<file path="config.mk">
export PLATFORM = sky130hd
export DESIGN_NAME = socket_ident_status_power_regs
export DESIGN_NICKNAME = d
export VERILOG_FILES = /design/src/socket_regs_pkg.sv /design/src/socket_ident_status_power_regs.sv
export SDC_FILE = /design/constraint.sdc
export NUM_CORES = 1
export LEC_CHECK = 0
export BUFFER_PORTS_ARGS = -buffer_cell sky130_fd_sc_hd__buf_2
export CORE_AREA = 8 8 55 80
export CTS_BUF_LIST = sky130_fd_sc_hd__clkbuf_4 sky130_fd_sc_hd__clkbuf_8 sky130_fd_sc_hd__clkbuf_16
export DETAILED_ROUTE_END_ITERATION = 10
export DIE_AREA = 0 0 63 88
export GPL_TIMING_DRIVEN = 0
export PLACE_DENSITY_LB_ADDON = 0.05
export SLEW_MARGIN = 20
export SYNTH_ARGS = -nofsm -noshare
export SYNTH_HDL_FRONTEND = slang
export SYNTH_SLANG_ARGS = --single-unit
</file>
<file path="constraint.sdc">
create_clock -name clk -period 2.6 [get_ports clk]
set_clock_uncertainty 0.1 [all_clocks]
set_input_delay 0 -clock clk [delete_from_list [all_inputs] [get_ports clk]]
set_output_delay 0 -clock clk [all_outputs]
set_load 0.01 [all_outputs]
</file>
<file path="src/socket_regs_pkg.sv">
package socket_regs_pkg;

   // byte offsets from the socket base
   localparam logic [11:0] OFS_IDENT = 12'h800;
   localparam logic [11:0] OFS_STATUS = 12'h801;
   localparam logic [11:0] OFS_POWER = 12'h802;

   // identification and revision fields
   localparam int ID_KIND_HI = 7;
   localparam int ID_KIND_LO = 6;
   localparam int ID_SPARE_HI = 5;
   localparam int ID_SPARE_LO = 4;
   localparam int ID_REV_HI = 3;
   localparam int ID_REV_LO = 0;
   localparam logic [1:0] INTERFACE_KIND_VALUE = 2'h2;
   localparam logic [3:0] LEGACY_REV_CODE = 4'h2;
   localparam logic [1:0] ID_SPARE_RESET = 2'h0;

   // interface status fields
   localparam int ST_RSVD = 7;
   localparam int ST_POWER = 6;
   localparam int ST_READY = 5;
   localparam int ST_WP = 4;
   localparam int ST_DET2 = 3;
   localparam int ST_DET1 = 2;
   localparam int ST_BAT_HI = 1;
   localparam int ST_BAT_LO = 0;

   // power control fields
   localparam int PW_GATE = 7;
   localparam int PW_AUTO = 5;
   localparam int PW_VCC_EN = 4;
   localparam int PW_VCC_HI = 4;
   localparam int PW_VCC_LO = 3;
   localparam int PW_VPP_HI = 1;
   localparam int PW_VPP_LO = 0;
   localparam logic [7:0] POWER_RESET = 8'h00;
   localparam logic [7:0] LEGACY_READ_MASK = 8'hb3;
   localparam logic [7:0] ALT_READ_MASK = 8'h9b;

   // alternate vcc request codes
   localparam logic [1:0] VCC_REQ_5V = 2'h2;
   localparam logic [1:0] VCC_REQ_3V3 = 2'h3;

   // vpp request codes
   localparam logic [1:0] VPP_NONE = 2'h0;
   localparam logic [1:0] VPP_VCC = 2'h1;
   localparam logic [1:0] VPP_12V = 2'h2;

   typedef enum logic [1:0] {VCC_OFF, VCC_5V, VCC_3V3} vcc_level_t;

   typedef struct packed {
      logic ready;
      logic wp;
      logic cd2_n;
      logic cd1_n;
      logic bvd2_spkr;
      logic bvd1_stschg;
   } card_pins_t;

   typedef struct packed {
      logic output_gate;
      logic vcc_on;
      vcc_level_t vcc_level;
      logic [1:0] vpp_code;
   } power_out_t;

endpackage

</file>
<file path="src/socket_ident_status_power_regs.sv">
`timescale 1ns/1ps
module socket_ident_status_power_regs #(
   parameter logic [3:0] REV_RESET = 4'h3 // arbitrary revision value
) (
   // clock and reset
   input wire logic clk,
   input wire logic resetn,
   // register port
   input wire logic reg_rd,
   input wire logic reg_wr,
   input wire logic [11:0] reg_addr,
   input wire logic [7:0] reg_wdata,
   output logic [7:0] reg_rdata,
   output logic reg_rvalid,
   // system control bits
   input wire logic subsystem_write_enable,
   input wire logic vcc_level_select,
   input wire logic card_is_io,
   // card pins
   input wire socket_regs_pkg::card_pins_t card_pins,
   // socket power and gating
   output socket_regs_pkg::power_out_t power_out
);
   import socket_regs_pkg::*;

   logic [1:0] id_spare_q;
   logic [3:0] rev_q;
   logic [7:0] power_q;
   card_pins_t pins_s1_q;
   card_pins_t pins_s2_q;
   logic [7:0] rdata_q;
   logic rvalid_q;
   logic legacy_mode;
   logic card_seated;
   logic vcc_on;
   vcc_level_t vcc_level;
   logic [1:0] vpp_code;
   logic [7:0] ident_val;
   logic [7:0] status_val;
   logic [7:0] power_val;
   logic [7:0] rdata_d;
   logic hit_ident;
   logic hit_status;
   logic hit_power;
   power_out_t power_q_out;

   // address decode
   assign hit_ident = (reg_addr == OFS_IDENT);
   assign hit_status = (reg_addr == OFS_STATUS);
   assign hit_power = (reg_addr == OFS_POWER);

   // pin synchroniser
   always_ff @(posedge clk or negedge resetn) begin
      if (!resetn) begin
         pins_s1_q <= '0;
         pins_s2_q <= '0;
      end else begin
         pins_s1_q <= card_pins;
         pins_s2_q <= pins_s1_q;
      end
   end

   // identification storage
   always_ff @(posedge clk or negedge resetn) begin
      if (!resetn) begin
         id_spare_q <= ID_SPARE_RESET;
         rev_q <= REV_RESET;
      end else if (reg_wr && hit_ident && subsystem_write_enable) begin
         id_spare_q <= reg_wdata[ID_SPARE_HI:ID_SPARE_LO];
         rev_q <= reg_wdata[ID_REV_HI:ID_REV_LO];
      end
   end

   // power control storage
   always_ff @(posedge clk or negedge resetn) begin
      if (!resetn) begin
         power_q <= POWER_RESET;
      end else if (reg_wr && hit_power) begin
         power_q <= reg_wdata;
      end
   end

   // layout and power decision
   assign legacy_mode = (rev_q == LEGACY_REV_CODE);
   assign card_seated = !pins_s2_q.cd1_n && !pins_s2_q.cd2_n;

   always_comb begin
      vcc_on = 1'b0;
      vcc_level = VCC_OFF;
      if (legacy_mode) begin
         if (power_q[PW_VCC_EN] && (!power_q[PW_AUTO] || card_seated)) begin
            vcc_on = 1'b1;
            vcc_level = vcc_level_select ? VCC_3V3 : VCC_5V;
         end
      end else begin
         case (power_q[PW_VCC_HI:PW_VCC_LO])
            VCC_REQ_5V: begin
               vcc_on = 1'b1;
               vcc_level = VCC_5V;
            end
            VCC_REQ_3V3: begin
               vcc_on = 1'b1;
               vcc_level = VCC_3V3;
            end
            default: begin
               vcc_on = 1'b0;
               vcc_level = VCC_OFF;
            end
         endcase
      end
   end

   always_comb begin
      vpp_code = VPP_NONE;
      if (vcc_on) begin
         vpp_code = power_q[PW_VPP_HI:PW_VPP_LO];
      end
   end

   // read values
   assign ident_val = {INTERFACE_KIND_VALUE, id_spare_q, rev_q};
   assign status_val = {1'b0,
                        vcc_on,
                        pins_s2_q.ready,
                        pins_s2_q.wp,
                        !pins_s2_q.cd2_n,
                        !pins_s2_q.cd1_n,
                        pins_s2_q.bvd2_spkr,
                        pins_s2_q.bvd1_stschg};
   assign power_val = power_q &
                      (legacy_mode ? LEGACY_READ_MASK : ALT_READ_MASK);

   always_comb begin
      rdata_d = 8'h00;
      if (hit_ident) begin
         rdata_d = ident_val;
      end else if (hit_status) begin
         rdata_d = status_val;
      end else if (hit_power) begin
         rdata_d = power_val;
      end
   end

   // registered read answer
   always_ff @(posedge clk or negedge resetn) begin
      if (!resetn) begin
         rdata_q <= 8'h00;
         rvalid_q <= 1'b0;
      end else begin
         rvalid_q <= reg_rd;
         if (reg_rd) begin
            rdata_q <= rdata_d;
         end
      end
   end

   // registered socket outputs
   always_ff @(posedge clk or negedge resetn) begin
      if (!resetn) begin
         power_q_out <= '0;
      end else begin
         power_q_out.output_gate <= power_q[PW_GATE];
         power_q_out.vcc_on <= vcc_on;
         power_q_out.vcc_level <= vcc_level;
         power_q_out.vpp_code <= vpp_code;
      end
   end

   assign reg_rdata = rdata_q;
   assign reg_rvalid = rvalid_q;
   assign power_out = power_q_out;
endmodule

</file>
==> results.sh <==
export IMPL_fillCellCount=278
export IMPL_dp_hpwl_mm=2.43
export IMPL_timing_fmax_mhz=530
export IMPL_synthCells=119
export IMPL_area_growth_pct=33.6
export IMPL_ys_seq_area_share_pct=62.4
export IMPL_fin_nets=220
export IMPL_crit_arrival_ns=1.95
export IMPL_synthXorXnorAreaFrac_pct=0
export IMPL_syn_cell_area_um2=1570
export IMPL_synthArstFlopShare_pct=100
export IMPL_via_per_inst=5.03
export IMPL_core_area_um2=3290
export IMPL_slew_headroom_pct=45.1
export IMPL_drt_iter0_markers=18
export IMPL_crit_type="reg -> reg"
export IMPL_ys_dominant_reg_cell="dfrtp_1"
export IMPL_drc=0
export IMPL_grt_use_total_pct=12.6
export IMPL_cts_resized_gates=0
export IMPL_layout_setup_ws_ns=0.715
export IMPL_cts_reportedPaths_clkPinSlew_ns=0.07
export IMPL_drive_gt1_share_pct=38.8
export IMPL_io_buffers=45
export IMPL_clock_latency_ns=0.29
export IMPL_htreeDepth=2
export IMPL_slew_viol_final=0
export IMPL_place_area_um2=1850
export IMPL_yosys_area_share_adder_pct=0
export IMPL_ys_seq_elements=39
export IMPL_yosysWarnings=0
export IMPL_rsz0062_at_grt="false"
export IMPL_outcome="completed"
export IMPL_period_share_pct=72.5
export IMPL_stdcell_count=230
export IMPL_grt_pass1_wl_mm=5.51
export IMPL_diodes=0
export IMPL_root_buffer="clkbuf_8"
export IMPL_power_density_nw_per_um2=531
export IMPL_ios=48
export IMPL_vdd_drop_max_mv=0.419
export IMPL_cp_start_kind="register"
export IMPL_dp_slack_ns=0.728
export IMPL_placed_cells=206
export IMPL_floorplan_rows=26
export IMPL_overflow=0
export IMPL_wl_per_cell_um=14.2
export IMPL_synth_compound_area_share_pct=9.65
export IMPL_netlist_top_cells_area="dfrtp_1 (59%), mux2_4 (5.7%), mux2_2 (5.0%)"
export IMPL_synth_top_cell_area_share_pct=59.0
export IMPL_grt_pass1_vias=1184
export IMPL_min_path_type="in -> reg"
export IMPL_cts_tree="done"
export IMPL_die_area_um2=5540
export IMPL_path_max_fanout=4
export IMPL_synthSimpleGateAreaFrac_pct=11.7
export IMPL_clock_path_buffers=2
export IMPL_ys_types=33
export IMPL_clock_sinks=39
export IMPL_worstSetupEndpointType="register"
export IMPL_finalHoldViolations=0
export IMPL_maxCapViolations=0
export IMPL_syn_nets=152
export IMPL_antenna_found_initial=0
export IMPL_grt_max_degree=40
export IMPL_cts_buffers=5
export IMPL_leakage_uw=0.00104
export IMPL_required_ns=2.66
export IMPL_initial_utilization_pct=47.8
export IMPL_finalSetupViolations=0
export IMPL_synth_area_per_cell_um2=13.2
export IMPL_drt_wl_total_mm=3.27
export IMPL_vias=1158
export IMPL_min_period_ns=1.89
export IMPL_tns_ns=0
export IMPL_firstDrtPassIters=4
export IMPL_synth_top_family_by_area="multiplexers"
export IMPL_synth_area_mux_share_pct=12.7
export IMPL_tightest_slew_ns=0.824
export IMPL_max_stage_delay_ns=0.62
export IMPL_die_h_um=88
export IMPL_gp_congestion=0.730
export IMPL_die_w_um=63
export IMPL_crit_slowest_cell="or4b_2"
export IMPL_postLayoutCellArea_um2=2100
export IMPL_critical_path_cell_chain="or4b_2 -> a31oi_1 -> o22a_1 -> o22ai_1"
export IMPL_antenna_left=0
export IMPL_synth_edf_count=0
export IMPL_whs_ns=0.0535
export IMPL_synth_largest_area_cell="dfrtp_1"
[critical path, delay by kind of cell (launching register included)]
| kind | cells | cell delay, ns |
|---|---|---|
| AND/OR/NAND/NOR | 1 | 0.62 |
| flip-flops | 1 | 0.56 |
| AO/OA/AOI/OAI | 3 | 0.48 |
[routing by layer]
layer	up-vias	global-route usage, %	part of all wire, %
met1	551	13.8	42
met2	40	19.2	46
met4	0	7.08	2.7
met3	8	6.53	9.5
met5	-	0	0
li1	559	-	-
[cell usage after synthesis, drive strengths merged, types with 3 or more instances]
cell type,n
dfrtp,37
mux2,13
inv,8
nand2,5
nand3,5
o21ai,5
a21oi,4
and2,3
clkbuf,3
mux2i,3
nor2b,3
nor4,3
o221ai,3
o22ai,3
[path summary, 6_finish.rpt]
| kind | startpoint | endpoint | slack [ns] | depth (start not counted) |
|---|---|---|---|---|
| setup / recovery | rev_q[1] | reg_rdata[3] | 0.71 | 4 |
| hold reg to reg | pins_s1_q[0] | pins_s2_q[0] | 0.24 | 0 |
| min in group asynchronous | resetn | rev_q[3] | 0.24 | 2 |
| max in group asynchronous | resetn | reg_rdata[4] | 1.64 | 2 |
| setup reg to reg | rev_q[1] | reg_rdata[3] | 0.71 | 4 |
| hold / removal | reg_addr[10] | reg_rdata[0] | 0.05 | 4 |
[registers in the layout, summed over array words and instances (netlist names)]
signal	count
rev_q	4
reg_rvalid	1
reg_rdata	8
power_out	6
id_spare_q	2
pins_s1_q	6
pins_s2_q	6
power_q	6
[kinds of logic (layout without fill, tap and decap cells)]
family / count (synthesis) / in the layout
compound gates: 23 / 23
simple gates: 28 / 28
buf+inv: 13 / 82
flops: 39 / 39
mux: 16 / 16
[cell type report]
cell class	instances	area, um2	share of cell area, %
flip-flops and latches	39	978	46.7
well taps	42	52.6	2.51
inverters	8	30.0	1.43
plain buffers	5	26.3	1.25
repair buffers	61	385	18.4
clock inverters	1	5.00	0.239
multi-input cells	67	534	25.5
clock buffers	7	83.8	4.00
[per-stage QoR]
stage / util, % / total power [uW]
floorplan: - / 660
global placement: 56.2 / 705
detailed placement: 56.2 / 707
CTS: 63.8 / 1130
global route: 63.8 / 1160
finish: 63.8 / 1110
[power breakdown]
part | switching [uW] | internal (uW) | total, uW
sequential | 4.40 | 620 | 625
combinational | 42.8 | 45.0 | 87.9
clock | 191 | 209 | 399
total | 238 | 874 | 1110
[placed cells by master (no fill, tap or decap), types with 4 or more instances in the layout]
master,Yosys,layout
buf_2,0,45
mux2_4,6,6
o21ai_0,5,5
nand2_1,5,5
mux2_2,7,7
inv_1,8,8
clkbuf_8,0,5
dfrtp_1,37,37
nand3_1,5,5
dlygate4sd3_1,0,16
a21oi_1,4,4
[what timing repair did]
action / in CTS / in global routing
buffers inserted: 0 / 0
hold endpoints to repair: 58 / 0
hold buffers: 16 / 0
Power figures use the tool's default switching activity.
